File: src/core/llb_defs.svh
// Constants for the LED link and behaviour control block
// Summary of operation
// - With transition select clear, linking a channel whose host bit is one and whose sensor is untouched changes the LED.
// - With transition select set and invert-link-transition one, that linking keeps the LED and a later touch changes it.
// - With transition select set and invert-link-transition zero, that linking keeps the LED and later touches do not change it.
// - Transition select bit n-1 governs LED channel n paired with sense input n, bit 7 down to bit 0.
// - With duty mirror clear the minimum and maximum duty settings apply directly, relative to 0%.
// - With duty mirror set the minimum and maximum duty settings are taken relative to 100%.
// - Changing a polarity bit copies it into that channel's duty mirror bit unless block-polarity-mirror is set.
// - Each channel has a 2-bit behaviour field, channels one to four at 81h and five to eight at 82h, lowest first.
// - A linked channel starts and stops its behaviour from touch and release of its sense input.
// - An unlinked channel takes its host bit written to one as a touch and written to zero as a release.
// - A behaviour starts on its start trigger and stops on its stop trigger.
// - The pin level of a channel that is not actuated follows its polarity in direct and breathe behaviour; the pulse behaviours run their pulses on release;
//   here pulse behaviour code one starts its pulses on every change of actuation, touch as well as release.
// - The host bit of a linked channel is ignored.
// - Direct behaviour (code zero) drives the LED active or inactive following start and stop.
// - Breathe behaviour (code three) ramps min to max and back, each ramp half of the breathe period.
`ifndef LLB_DEFS_SVH
`define LLB_DEFS_SVH

// ============================================================
// Register indices (byte address is four times the index)
`define LLB_IDX_CONFIG   8'h44
`define LLB_IDX_LINK     8'h72
`define LLB_IDX_POL      8'h73
`define LLB_IDX_HOST     8'h74
`define LLB_IDX_LTRAN    8'h77
`define LLB_IDX_MIRROR   8'h79
`define LLB_IDX_BEH_LO   8'h81
`define LLB_IDX_BEH_HI   8'h82
`define LLB_IDX_DUTY     8'h90
`define LLB_IDX_PERIOD   8'h91
`define LLB_IDX_PULSES   8'h92
`define LLB_IDX_STATUS   8'h93

// ============================================================
// Field positions
`define LLB_CFG_INV_LINK 0
`define LLB_CFG_BLK_MIR  1
`define LLB_DUTY_MIN_LSB 0
`define LLB_DUTY_MAX_LSB 4

// ============================================================
// Reset values
`define LLB_RST_ZERO     8'h00
`define LLB_RST_DUTY     8'hf0
`define LLB_RST_PERIOD   8'h03
`define LLB_RST_PULSES   8'h02

// ============================================================
// Behaviour codes and bus responses
`define LLB_BEH_DIRECT   2'h0
`define LLB_BEH_PULSE1   2'h1
`define LLB_BEH_PULSE2   2'h2
`define LLB_BEH_BREATHE  2'h3
`define LLB_RESP_OKAY    2'h0
`define LLB_RESP_SLVERR  2'h2

// ============================================================
// Timing: one PWM slot per step time
`define LLB_CLK_PERIOD_NS 8
`define LLB_PWM_STEP_NS   1000
`define LLB_PWM_STEP_CYC  ((`LLB_PWM_STEP_NS) / (`LLB_CLK_PERIOD_NS))

`endif

File: src/core/llb_pkg.sv
// Types shared by the LED link and behaviour control block
package llb_pkg;
  // Behaviour sequencer states
  typedef enum logic [1:0] {ST_IDLE, ST_RUN, ST_TAIL} llb_state_e;
  // Duty level in sixteenths
  typedef logic [3:0] llb_duty_t;
endpackage

File: src/core/llb_chan_if.sv
// Per-channel configuration and result bundle
interface llb_chan_if;
  import llb_pkg::*;
  logic      linked;
  logic      ltran;
  logic      inv_link;
  logic      host_bit;
  logic      touch;
  logic [1:0] behavior;
  logic      mirror;
  logic      polarity;
  llb_duty_t min_duty;
  llb_duty_t max_duty;
  llb_duty_t period;
  llb_duty_t pulses;
  logic      pwm_tick;
  logic      pin;
  logic      actuated;
  modport ctrl (output linked, ltran, inv_link, host_bit, touch, behavior, mirror, polarity,
                output min_duty, max_duty, period, pulses, pwm_tick, input pin, actuated);
  modport chan (input linked, ltran, inv_link, host_bit, touch, behavior, mirror, polarity,
                input min_duty, max_duty, period, pulses, pwm_tick, output pin, actuated);
endinterface

File: src/core/llb_top.sv
// LED link and behaviour control with AXI4-Lite register slave
//
// The implementer's own choice: register access over AXI4-Lite.
`include "llb_defs.svh"
module llb_top
  import llb_pkg::*;
#(
  parameter int NUM_CH       = 8,
  parameter int PWM_STEP_CYC = `LLB_PWM_STEP_CYC
)
(
  input  wire logic              aclk,
  input  wire logic              aresetn,
  input  wire logic [11:0]       s_axi_awaddr,
  input  wire logic              s_axi_awvalid,
  output logic                   s_axi_awready,
  input  wire logic [31:0]       s_axi_wdata,
  input  wire logic [3:0]        s_axi_wstrb,
  input  wire logic              s_axi_wvalid,
  output logic                   s_axi_wready,
  output logic [1:0]             s_axi_bresp,
  output logic                   s_axi_bvalid,
  input  wire logic              s_axi_bready,
  input  wire logic [11:0]       s_axi_araddr,
  input  wire logic              s_axi_arvalid,
  output logic                   s_axi_arready,
  output logic [31:0]            s_axi_rdata,
  output logic [1:0]             s_axi_rresp,
  output logic                   s_axi_rvalid,
  input  wire logic              s_axi_rready,
  input  wire logic [NUM_CH-1:0] sense_input,
  output logic [NUM_CH-1:0]      led_pin
);
  // ============================================================
  // Elaboration checks
  if (NUM_CH != 8)
  begin : g_bad_ch
    $error("llb_top serves exactly eight channels");
  end
  if (PWM_STEP_CYC < 1 || PWM_STEP_CYC > 65535)
  begin : g_bad_step
    $error("llb_top PWM step count out of range");
  end

  // ============================================================
  // Declarations
  logic [7:0]  cfg_r, cfg_nxt, link_r, link_nxt, pol_r, pol_nxt, host_r, host_nxt;
  logic [7:0]  ltran_r, ltran_nxt, mirror_r, mirror_nxt, beh_lo_r, beh_lo_nxt;
  logic [7:0]  beh_hi_r, beh_hi_nxt, duty_r, duty_nxt, period_r, period_nxt;
  logic [7:0]  pulses_r, pulses_nxt;
  logic        aw_held_r, aw_held_nxt, w_held_r, w_held_nxt, bvalid_r, bvalid_nxt;
  logic [7:0]  awidx_r, awidx_nxt, wbyte_r, wbyte_nxt;
  logic        awhi_r, awhi_nxt, wlane_r, wlane_nxt;
  logic [1:0]  bresp_r, bresp_nxt, rresp_r, rresp_nxt;
  logic        rvalid_r, rvalid_nxt;
  logic [31:0] rdata_r, rdata_nxt;
  logic [7:0]  sync1_r, sync2_r, sync3_r, touch_r, touch_nxt;
  logic [15:0] tick_cnt_r, tick_cnt_nxt;
  logic        pwm_tick;
  logic [7:0]  actuated, pins;
  logic [15:0] beh_all;
  logic        do_write, wr_hit, rd_hit;
  logic [7:0]  rd_byte, rd_idx, pol_changed;

  // ============================================================
  // Sense input synchroniser with agreement filter
  always_comb
  begin
    touch_nxt = touch_r;
    for (int i = 0; i < 8; i++)
    begin
      if (sync2_r[i] == sync3_r[i]) touch_nxt[i] = sync3_r[i];
    end
  end

  // Synchroniser and filter registers
  always_ff @(posedge aclk)
  begin
    if (!aresetn)
    begin
      sync1_r <= 8'h00;
      sync2_r <= 8'h00;
      sync3_r <= 8'h00;
      touch_r <= 8'h00;
    end
    else
    begin
      sync1_r <= sense_input;
      sync2_r <= sync1_r;
      sync3_r <= sync2_r;
      touch_r <= touch_nxt;
    end
  end

  // ============================================================
  // PWM slot divider
  always_comb
  begin
    pwm_tick     = (tick_cnt_r == 16'(PWM_STEP_CYC - 1));
    tick_cnt_nxt = pwm_tick ? 16'h0000 : tick_cnt_r + 16'h0001;
  end

  // Divider register
  always_ff @(posedge aclk)
  begin
    if (!aresetn) tick_cnt_r <= 16'h0000;
    else tick_cnt_r <= tick_cnt_nxt;
  end

  // ============================================================
  // Write channel: address and data taken in either order
  assign s_axi_awready = !aw_held_r;
  assign s_axi_wready  = !w_held_r;
  assign s_axi_bvalid  = bvalid_r;
  assign s_axi_bresp   = bresp_r;
  assign do_write      = aw_held_r && w_held_r && !bvalid_r;
  assign pol_changed   = wbyte_r ^ pol_r;

  // Write decode and register update
  always_comb
  begin
    aw_held_nxt = aw_held_r;
    w_held_nxt  = w_held_r;
    awidx_nxt   = awidx_r;
    awhi_nxt    = awhi_r;
    wbyte_nxt   = wbyte_r;
    wlane_nxt   = wlane_r;
    bvalid_nxt  = bvalid_r;
    bresp_nxt   = bresp_r;
    cfg_nxt     = cfg_r;
    link_nxt    = link_r;
    pol_nxt     = pol_r;
    host_nxt    = host_r;
    ltran_nxt   = ltran_r;
    mirror_nxt  = mirror_r;
    beh_lo_nxt  = beh_lo_r;
    beh_hi_nxt  = beh_hi_r;
    duty_nxt    = duty_r;
    period_nxt  = period_r;
    pulses_nxt  = pulses_r;
    wr_hit      = 1'b1;
    if (s_axi_awvalid && !aw_held_r)
    begin
      aw_held_nxt = 1'b1;
      awidx_nxt   = s_axi_awaddr[9:2];
      awhi_nxt    = (s_axi_awaddr[11:10] != 2'h0);
    end
    if (s_axi_wvalid && !w_held_r)
    begin
      w_held_nxt = 1'b1;
      wbyte_nxt  = s_axi_wdata[7:0];
      wlane_nxt  = s_axi_wstrb[0];
    end
    if (bvalid_r && s_axi_bready) bvalid_nxt = 1'b0;
    if (do_write)
    begin
      aw_held_nxt = 1'b0;
      w_held_nxt  = 1'b0;
      bvalid_nxt  = 1'b1;
      if (awhi_r) wr_hit = 1'b0;
      else if (awidx_r == `LLB_IDX_CONFIG)
      begin
        if (wlane_r) cfg_nxt = wbyte_r & 8'h03;
      end
      else if (awidx_r == `LLB_IDX_LINK)
      begin
        if (wlane_r) link_nxt = wbyte_r;
      end
      else if (awidx_r == `LLB_IDX_POL)
      begin
        if (wlane_r)
        begin
          pol_nxt = wbyte_r;
          if (!cfg_r[`LLB_CFG_BLK_MIR])
            mirror_nxt = (mirror_r & ~pol_changed) | (wbyte_r & pol_changed);
        end
      end
      else if (awidx_r == `LLB_IDX_HOST)
      begin
        if (wlane_r) host_nxt = wbyte_r;
      end
      else if (awidx_r == `LLB_IDX_LTRAN)
      begin
        if (wlane_r) ltran_nxt = wbyte_r;
      end
      else if (awidx_r == `LLB_IDX_MIRROR)
      begin
        if (wlane_r) mirror_nxt = wbyte_r;
      end
      else if (awidx_r == `LLB_IDX_BEH_LO)
      begin
        if (wlane_r) beh_lo_nxt = wbyte_r;
      end
      else if (awidx_r == `LLB_IDX_BEH_HI)
      begin
        if (wlane_r) beh_hi_nxt = wbyte_r;
      end
      else if (awidx_r == `LLB_IDX_DUTY)
      begin
        if (wlane_r) duty_nxt = wbyte_r;
      end
      else if (awidx_r == `LLB_IDX_PERIOD)
      begin
        if (wlane_r) period_nxt = wbyte_r & 8'h0f;
      end
      else if (awidx_r == `LLB_IDX_PULSES)
      begin
        if (wlane_r) pulses_nxt = wbyte_r & 8'h0f;
      end
      else if (awidx_r != `LLB_IDX_STATUS) wr_hit = 1'b0;
      bresp_nxt = wr_hit ? `LLB_RESP_OKAY : `LLB_RESP_SLVERR;
    end
  end

  // Write channel and configuration registers
  always_ff @(posedge aclk)
  begin
    if (!aresetn)
    begin
      aw_held_r <= 1'b0;
      w_held_r  <= 1'b0;
      awidx_r   <= 8'h00;
      awhi_r    <= 1'b0;
      wbyte_r   <= 8'h00;
      wlane_r   <= 1'b0;
      bvalid_r  <= 1'b0;
      bresp_r   <= `LLB_RESP_OKAY;
      cfg_r     <= `LLB_RST_ZERO;
      link_r    <= `LLB_RST_ZERO;
      pol_r     <= `LLB_RST_ZERO;
      host_r    <= `LLB_RST_ZERO;
      ltran_r   <= `LLB_RST_ZERO;
      mirror_r  <= `LLB_RST_ZERO;
      beh_lo_r  <= `LLB_RST_ZERO;
      beh_hi_r  <= `LLB_RST_ZERO;
      duty_r    <= `LLB_RST_DUTY;
      period_r  <= `LLB_RST_PERIOD;
      pulses_r  <= `LLB_RST_PULSES;
    end
    else
    begin
      aw_held_r <= aw_held_nxt;
      w_held_r  <= w_held_nxt;
      awidx_r   <= awidx_nxt;
      awhi_r    <= awhi_nxt;
      wbyte_r   <= wbyte_nxt;
      wlane_r   <= wlane_nxt;
      bvalid_r  <= bvalid_nxt;
      bresp_r   <= bresp_nxt;
      cfg_r     <= cfg_nxt;
      link_r    <= link_nxt;
      pol_r     <= pol_nxt;
      host_r    <= host_nxt;
      ltran_r   <= ltran_nxt;
      mirror_r  <= mirror_nxt;
      beh_lo_r  <= beh_lo_nxt;
      beh_hi_r  <= beh_hi_nxt;
      duty_r    <= duty_nxt;
      period_r  <= period_nxt;
      pulses_r  <= pulses_nxt;
    end
  end

  // ============================================================
  // Read channel: one cycle to answer, held until taken
  assign s_axi_arready = !rvalid_r;
  assign s_axi_rvalid  = rvalid_r;
  assign s_axi_rdata   = rdata_r;
  assign s_axi_rresp   = rresp_r;
  assign rd_idx        = s_axi_araddr[9:2];

  // Read decode
  always_comb
  begin
    rd_hit  = (s_axi_araddr[11:10] == 2'h0);
    rd_byte = 8'h00;
    if (!rd_hit) rd_byte = 8'h00;
    else if (rd_idx == `LLB_IDX_CONFIG) rd_byte = cfg_r;
    else if (rd_idx == `LLB_IDX_LINK) rd_byte = link_r;
    else if (rd_idx == `LLB_IDX_POL) rd_byte = pol_r;
    else if (rd_idx == `LLB_IDX_HOST) rd_byte = host_r;
    else if (rd_idx == `LLB_IDX_LTRAN) rd_byte = ltran_r;
    else if (rd_idx == `LLB_IDX_MIRROR) rd_byte = mirror_r;
    else if (rd_idx == `LLB_IDX_BEH_LO) rd_byte = beh_lo_r;
    else if (rd_idx == `LLB_IDX_BEH_HI) rd_byte = beh_hi_r;
    else if (rd_idx == `LLB_IDX_DUTY) rd_byte = duty_r;
    else if (rd_idx == `LLB_IDX_PERIOD) rd_byte = period_r;
    else if (rd_idx == `LLB_IDX_PULSES) rd_byte = pulses_r;
    else if (rd_idx == `LLB_IDX_STATUS) rd_byte = actuated;
    else rd_hit = 1'b0;
    rvalid_nxt = rvalid_r;
    rdata_nxt  = rdata_r;
    rresp_nxt  = rresp_r;
    if (rvalid_r && s_axi_rready) rvalid_nxt = 1'b0;
    if (s_axi_arvalid && !rvalid_r)
    begin
      rvalid_nxt = 1'b1;
      rdata_nxt  = {24'h000000, rd_byte};
      rresp_nxt  = rd_hit ? `LLB_RESP_OKAY : `LLB_RESP_SLVERR;
    end
  end

  // Read channel registers
  always_ff @(posedge aclk)
  begin
    if (!aresetn)
    begin
      rvalid_r <= 1'b0;
      rdata_r  <= 32'h00000000;
      rresp_r  <= `LLB_RESP_OKAY;
    end
    else
    begin
      rvalid_r <= rvalid_nxt;
      rdata_r  <= rdata_nxt;
      rresp_r  <= rresp_nxt;
    end
  end

  // ============================================================
  // Channel array, one engine per LED
  assign beh_all = {beh_hi_r, beh_lo_r};
  assign led_pin = pins;

  for (genvar i = 0; i < 8; i++)
  begin : g_ch
    llb_chan_if cif ();
    // Per-channel slice of the shared configuration
    assign cif.linked   = link_r[i];
    assign cif.ltran    = ltran_r[i];
    assign cif.inv_link = cfg_r[`LLB_CFG_INV_LINK];
    assign cif.host_bit = host_r[i];
    assign cif.touch    = touch_r[i];
    assign cif.behavior = beh_all[2*i+1 -: 2];
    assign cif.mirror   = mirror_r[i];
    assign cif.polarity = pol_r[i];
    assign cif.min_duty = duty_r[`LLB_DUTY_MIN_LSB +: 4];
    assign cif.max_duty = duty_r[`LLB_DUTY_MAX_LSB +: 4];
    assign cif.period   = period_r[3:0];
    assign cif.pulses   = pulses_r[3:0];
    assign cif.pwm_tick = pwm_tick;
    assign pins[i]      = cif.pin;
    assign actuated[i]  = cif.actuated;
    // Independent engine for this channel
    llb_channel u_ch
    (
      .aclk    (aclk),
      .aresetn (aresetn),
      .ch      (cif.chan)
    );
  end
endmodule

File: src/core/llb_channel.sv
// One LED channel: link transition, behaviour sequencer and PWM output
`include "llb_defs.svh"
module llb_channel
  import llb_pkg::*;
(
  input  wire logic aclk,
  input  wire logic aresetn,
  llb_chan_if.chan  ch
);
  logic       prev_link_r, prev_link_nxt, inv_r, inv_nxt, hold_r, hold_nxt;
  logic       act_r, act_nxt, up_r, up_nxt, pin_r, pin_nxt;
  llb_state_e state_r, state_nxt;
  llb_duty_t  level_r, level_nxt, pwm_r, pwm_nxt, div_r, div_nxt, left_r, left_nxt;
  llb_duty_t  duty, duty_eff;
  logic       frame_end, step, pulse_done;

  // ============================================================
  // Next-state logic
  always_comb
  begin
    prev_link_nxt = ch.linked;
    inv_nxt       = ch.linked ? inv_r : 1'b0;
    hold_nxt      = ch.linked ? hold_r : 1'b0;
    // Link edge with host bit on and no touch
    if (ch.linked && !prev_link_r && ch.host_bit && !ch.touch && ch.ltran)
    begin
      inv_nxt  = ch.inv_link;
      hold_nxt = !ch.inv_link;
    end
    // Actuation request from sensor or host bit
    if (ch.linked)
      act_nxt = hold_nxt ? 1'b1 : (ch.touch ^ inv_nxt);
    else
      act_nxt = ch.host_bit;
    pwm_nxt    = ch.pwm_tick ? pwm_r + 4'h1 : pwm_r;
    frame_end  = ch.pwm_tick && (pwm_r == 4'hf);
    div_nxt    = frame_end ? ((div_r == ch.period) ? 4'h0 : div_r + 4'h1) : div_r;
    step       = frame_end && (div_r == ch.period);
    state_nxt  = state_r;
    level_nxt  = level_r;
    up_nxt     = up_r;
    left_nxt   = left_r;
    pulse_done = 1'b0;
    // Ramp one duty step up or down between the limits
    if (step && state_r != ST_IDLE)
    begin
      if (up_r)
      begin
        if (level_r >= ch.max_duty) up_nxt = 1'b0;
        else level_nxt = level_r + 4'h1;
      end
      else if (level_r <= ch.min_duty)
      begin
        up_nxt     = 1'b1;
        pulse_done = 1'b1;
      end
      else level_nxt = level_r - 4'h1;
    end
    case (state_r)
      ST_IDLE:
      begin
        level_nxt = ch.min_duty;
        up_nxt    = 1'b1;
        if (ch.behavior == `LLB_BEH_PULSE1 && (act_nxt != act_r))
        begin
          state_nxt = ST_TAIL;
          left_nxt  = ch.pulses;
        end
        else if (act_nxt && (ch.behavior == `LLB_BEH_BREATHE || ch.behavior == `LLB_BEH_PULSE2))
          state_nxt = ST_RUN;
      end
      ST_RUN:
      begin
        if (ch.behavior == `LLB_BEH_DIRECT || ch.behavior == `LLB_BEH_PULSE1)
          state_nxt = ST_IDLE;
        else if (!act_nxt && ch.behavior == `LLB_BEH_PULSE2)
        begin
          state_nxt = ST_TAIL;
          left_nxt  = ch.pulses;
        end
        else if (!act_nxt)
          state_nxt = ST_IDLE;
      end
      default:
      begin
        if (pulse_done)
        begin
          left_nxt = left_r - 4'h1;
          if (left_r <= 4'h1) state_nxt = ST_IDLE;
        end
      end
    endcase
    // Direct follows actuation, others use the ramp level
    if (ch.behavior == `LLB_BEH_DIRECT)
      duty = act_r ? ch.max_duty : ch.min_duty;
    else
      duty = level_r;
    duty_eff = ch.mirror ? ~duty : duty;
    // Clear polarity sinks the LED, so on means a low pin
    pin_nxt  = ch.polarity ? (duty_eff > pwm_r) : !(duty_eff > pwm_r);
  end

  // ============================================================
  // State registers
  always_ff @(posedge aclk)
  begin
    if (!aresetn)
    begin
      prev_link_r <= 1'b0;
      inv_r       <= 1'b0;
      hold_r      <= 1'b0;
      act_r       <= 1'b0;
      up_r        <= 1'b1;
      pin_r       <= 1'b1;
      state_r     <= ST_IDLE;
      level_r     <= 4'h0;
      pwm_r       <= 4'h0;
      div_r       <= 4'h0;
      left_r      <= 4'h0;
    end
    else
    begin
      prev_link_r <= prev_link_nxt;
      inv_r       <= inv_nxt;
      hold_r      <= hold_nxt;
      act_r       <= act_nxt;
      up_r        <= up_nxt;
      pin_r       <= pin_nxt;
      state_r     <= state_nxt;
      level_r     <= level_nxt;
      pwm_r       <= pwm_nxt;
      div_r       <= div_nxt;
      left_r      <= left_nxt;
    end
  end

  assign ch.pin      = pin_r;
  assign ch.actuated = act_r;
endmodule

File: config.mk
export PLATFORM = sky130hd
export DESIGN_NAME = llb_top
export DESIGN_NICKNAME = d
export VERILOG_FILES = /design/src/core/llb_pkg.sv /design/src/core/llb_chan_if.sv /design/src/core/llb_top.sv /design/src/core/llb_channel.sv
export VERILOG_INCLUDE_DIRS = /design/src /design/src/core
export SDC_FILE = /design/constraint.sdc
export NUM_CORES = 1
export LEC_CHECK = 0
export BUFFER_PORTS_ARGS = -buffer_cell sky130_fd_sc_hd__buf_2
export CAP_MARGIN = 20
export CORE_UTILIZATION = 60
export CTS_CLUSTER_DIAMETER = 30
export DETAILED_ROUTE_END_ITERATION = 8
export PLACE_DENSITY = 0.79
export SETUP_SLACK_MARGIN = 0.05
export SYNTH_ARGS = -nofsm -noshare
export SYNTH_HDL_FRONTEND = slang
export SYNTH_SLANG_ARGS = --single-unit
File: constraint.sdc
create_clock -name aclk -period 8.2 [get_ports aclk]
set_input_delay 0.41 -clock aclk [delete_from_list [all_inputs] [get_ports aclk]]
set_output_delay 0.41 -clock aclk [all_outputs]
set_load 0.01 [all_outputs]
==> results.toml <==
[outcome]
outcome = "complete, no violations"

[final_layout]
drive_gt1_frac = 0.109
area_growth_pct = 15.7
nNetsFinal = 2745
diodes = 0
fin_area_um2 = 23600

[power]
p_per_area_nw_per_um2 = 222
p_leak_uw = 0.00907
power.net_switching_uw = 1270
max-vdd-ir-drop_mv = 0.304
clockPowerShare = 0.619
p_total_uw = 5230
p_comb_frac = 0.044
swShare = 0.242
p_int_uw = 3970
power.share.sequential = 0.337

[logic_synthesis]
synth_area_um2 = 20400
yosysTopAreaCell = "dfxtp_1"
yosysTopAreaCellShare = 0.340
synth_cells = 2485
synth-seq-cells = 346
synth.distinct_cells = 87
synth_area_leaders = "dfxtp_1 (34%), ha_1 (9.0%), a21oi_1 (5.9%)"
synth-edff-count = 0
seq_area_frac_synth = 0.340
syn-mean-instance-area_um2 = 8.20
synth_warnings = 0
ys.flop_type = "dfxtp_1"
synthArstFlopShare = 0
netlist_top_cells_count = "dfxtp_1 (346), nand2_1 (286), a21oi_1 (242)"
synth_most_common_cell = "dfxtp_1"

[clock_network]
worstSkewPairLatency_ns = 0.62
clkSinkCount = 346
htreeDepth = 3
path_clk_slew_ns = 0.05
post-cts-setup-buffers = 0
cts_buffer_depth = 3
cts_hold_buf = 7
cts_root_buf = "clkbuf_16"
cts_buffers = 80
cts_resized = 0
cts_tree = "built"

[global_routing]
grt_pass1_vias = 18300
track_usage = 0.337
grt-ovfl-total = 0
grt_max_degree = 128
antenna_found_initial = 0
grt_pass1_wl_um = 94000

[placed_design]
gp_congestion = 0.958
placed_area_um2 = 20700
place_hpwl_um = 39400
portBuffers = 66
place_ws_ns = 4.78

[critical_path]
crit_fanout = 16
cpPeakStageDelay_ns = 0.71
cpLargestDelayFamily = "compound AO/OA/AOI/OAI gates"
crit_arrival_ns = 4.09
path_class = "reg2reg"
crit_path_start_kind = "flop"
crit_chain = "clkinv_1 > ha_1 > nor2b_1 > o211ai_1 > a21oi_1 > nor3_1 > a21oi_1 > a211o_1 > a21oi_1"
critPathSlowestCell = "nor3_1"
crit_top_cell = "a21oi_1"
critPathBufInv = 1
crit_path_end_kind = "flop"
required_ns = 8.73

[job]
cap_violations = 0

[route]
wl_met2_um = 27000
drt_iter0_drc = 1684
drtAntennaViolNets = 0
highest-signal-layer = "met4"
met1_length_um = 23500
firstDrtPassIters = 7
viasPerCell = 6.18
detail_route.wl_per_cell_um = 19.4
finalWirelength_um = 58800
dr_total_vias = 18700
drc = 0
wl_met3_um = 5020

[timing]
layout_min_cycle_time_ns = 3.56
skew_ns = 0.0333
drv_slew = 0
whs_ns = 0.0149
setup-tns-final_ns = 0
hold_viol_final = 0
max_freq_mhz = 281
tightest_slew_ns = 1.07
setup_ws_ns = 4.64
max_slew_margin = 0.282
fin_crit_sh = 0.434
setup_violations = 0
rsz0062_at_grt = "false"

[floorplan]
io_pins = 124
fp.coreArea_um2 = 33400
initial_utilization = 0.609
die_width_um = 186
num_rows = 67
dieArea_um2 = 34700
die_h_um = 186

[min_path]
min_path_type = "in2reg"
## power by group through the flow
| stage | Clock (uW) | Sequential (uW) | Combinational [uW] |
|---|---|---|---|
| after floorplan | 0 | 1770 | 190 |
| after global placement | 0 | 1790 | 209 |
| after detailed placement | 0 | 1790 | 219 |
| after CTS | 3260 | 1760 | 224 |
| after global routing | 3350 | 1770 | 254 |
| final | 3240 | 1770 | 228 |
## metrics by stage
step | instances | utilization
after global placement | 2875 | 0.620
after detailed placement | 2875 | 0.620
after floorplan | 2510 | -
after global routing | 3027 | 0.705
after CTS | 3027 | 0.705
final | 3027 | 0.705
## layout make-up
type,instances,area [um2]
tap,448,561
inverter,91,347
clock inverter,51,644
sequential,346,6930
clock buffer,94,2130
timing repair buffer,84,485
multi-input combinational,1913,12500
fill,2514,9860
## registers in the layout, summed over array words and instances, names as in the netlist, 16 cells and up, named ones only
signal and cells:
g_ch.u_ch.div_r 32, g_ch.u_ch.left_r 32, g_ch.u_ch.level_r 32, g_ch.u_ch.pwm_r 32
g_ch.u_ch.state_r 16, tick_cnt_r 16
## metal layers
| metal | global-route usage | vias up |
|---|---|---|
| met5 | 0 | - |
| met4 | 0.195 | 0 |
| met1 | 0.414 | 8866 |
| li1 | - | 8796 |
| met2 | 0.552 | 843 |
| met3 | 0.0613 | 213 |
## cell families after synthesis
logic type | count (synthesis) | synth area share
AND/OR/NAND/NOR | 908 | 0.227
AO/OA/AOI/OAI | 602 | 0.181
flip-flops | 346 | 0.340
buffers and inverters | 251 | 0.0533
adder cells (fa/ha/maj) | 154 | 0.0975
XOR/XNOR | 141 | 0.0606
multiplexers | 82 | 0.0408
other | 1 | 0.000184
## cell usage in the layout (no fill, tap or decap), types with 10 or more instances in the layout
cell type | netlist | routed
dfxtp_1 | 346 | 346
nand2_1 | 286 | 286
a21oi_1 | 242 | 242
nor2_1 | 231 | 230
ha_1 | 146 | 146
o21ai_0 | 135 | 135
xnor2_1 | 115 | 115
inv_1 | 87 | 87
clkbuf_16 | 0 | 80
mux2i_1 | 74 | 74
buf_2 | 8 | 65
nand3_1 | 62 | 62
o211ai_1 | 44 | 44
nor2b_1 | 43 | 43
nand2b_1 | 37 | 37
nand3b_1 | 34 | 34
and2_1 | 33 | 33
nor3_1 | 32 | 31
xor2_1 | 26 | 26
conb_1 | 1 | 26
nand4_1 | 21 | 21
or2_2 | 19 | 19
or3_1 | 18 | 18
a31oi_1 | 18 | 18
o22ai_1 | 17 | 17
clkinv_2 | 0 | 16
o21a_1 | 15 | 15
nand4b_1 | 14 | 14
a211oi_1 | 14 | 14
a21o_1 | 14 | 14
o31a_1 | 13 | 13
and3_1 | 12 | 12
buf_4 | 35 | 12
a221oi_1 | 11 | 11
a211o_1 | 11 | 11
and4_1 | 10 | 10
inv_6 | 0 | 10
a22oi_1 | 10 | 10
## path summary, 6_finish.rpt
check / cells after the start / startpoint / slack (ns) / endpoint
hold reg to reg: 1 / sync1_r[0]$_SDFF_PN0_ / 0.43 / sync2_r[0]$_SDFF_PN0_
setup reg to reg: 9 / duty_r[1]$_SDFFE_PN0P_ / 4.64 / g_ch[1].u_ch.left_r[1]$_SDFFE_PN0P_
hold / removal: 2 / sense_input[6] / 0.01 / sync1_r[6]$_SDFF_PN0_
setup / recovery: 9 / duty_r[1]$_SDFFE_PN0P_ / 4.64 / g_ch[1].u_ch.left_r[1]$_SDFFE_PN0P_
No activity file was read; power rests on OpenSTA's default activity.
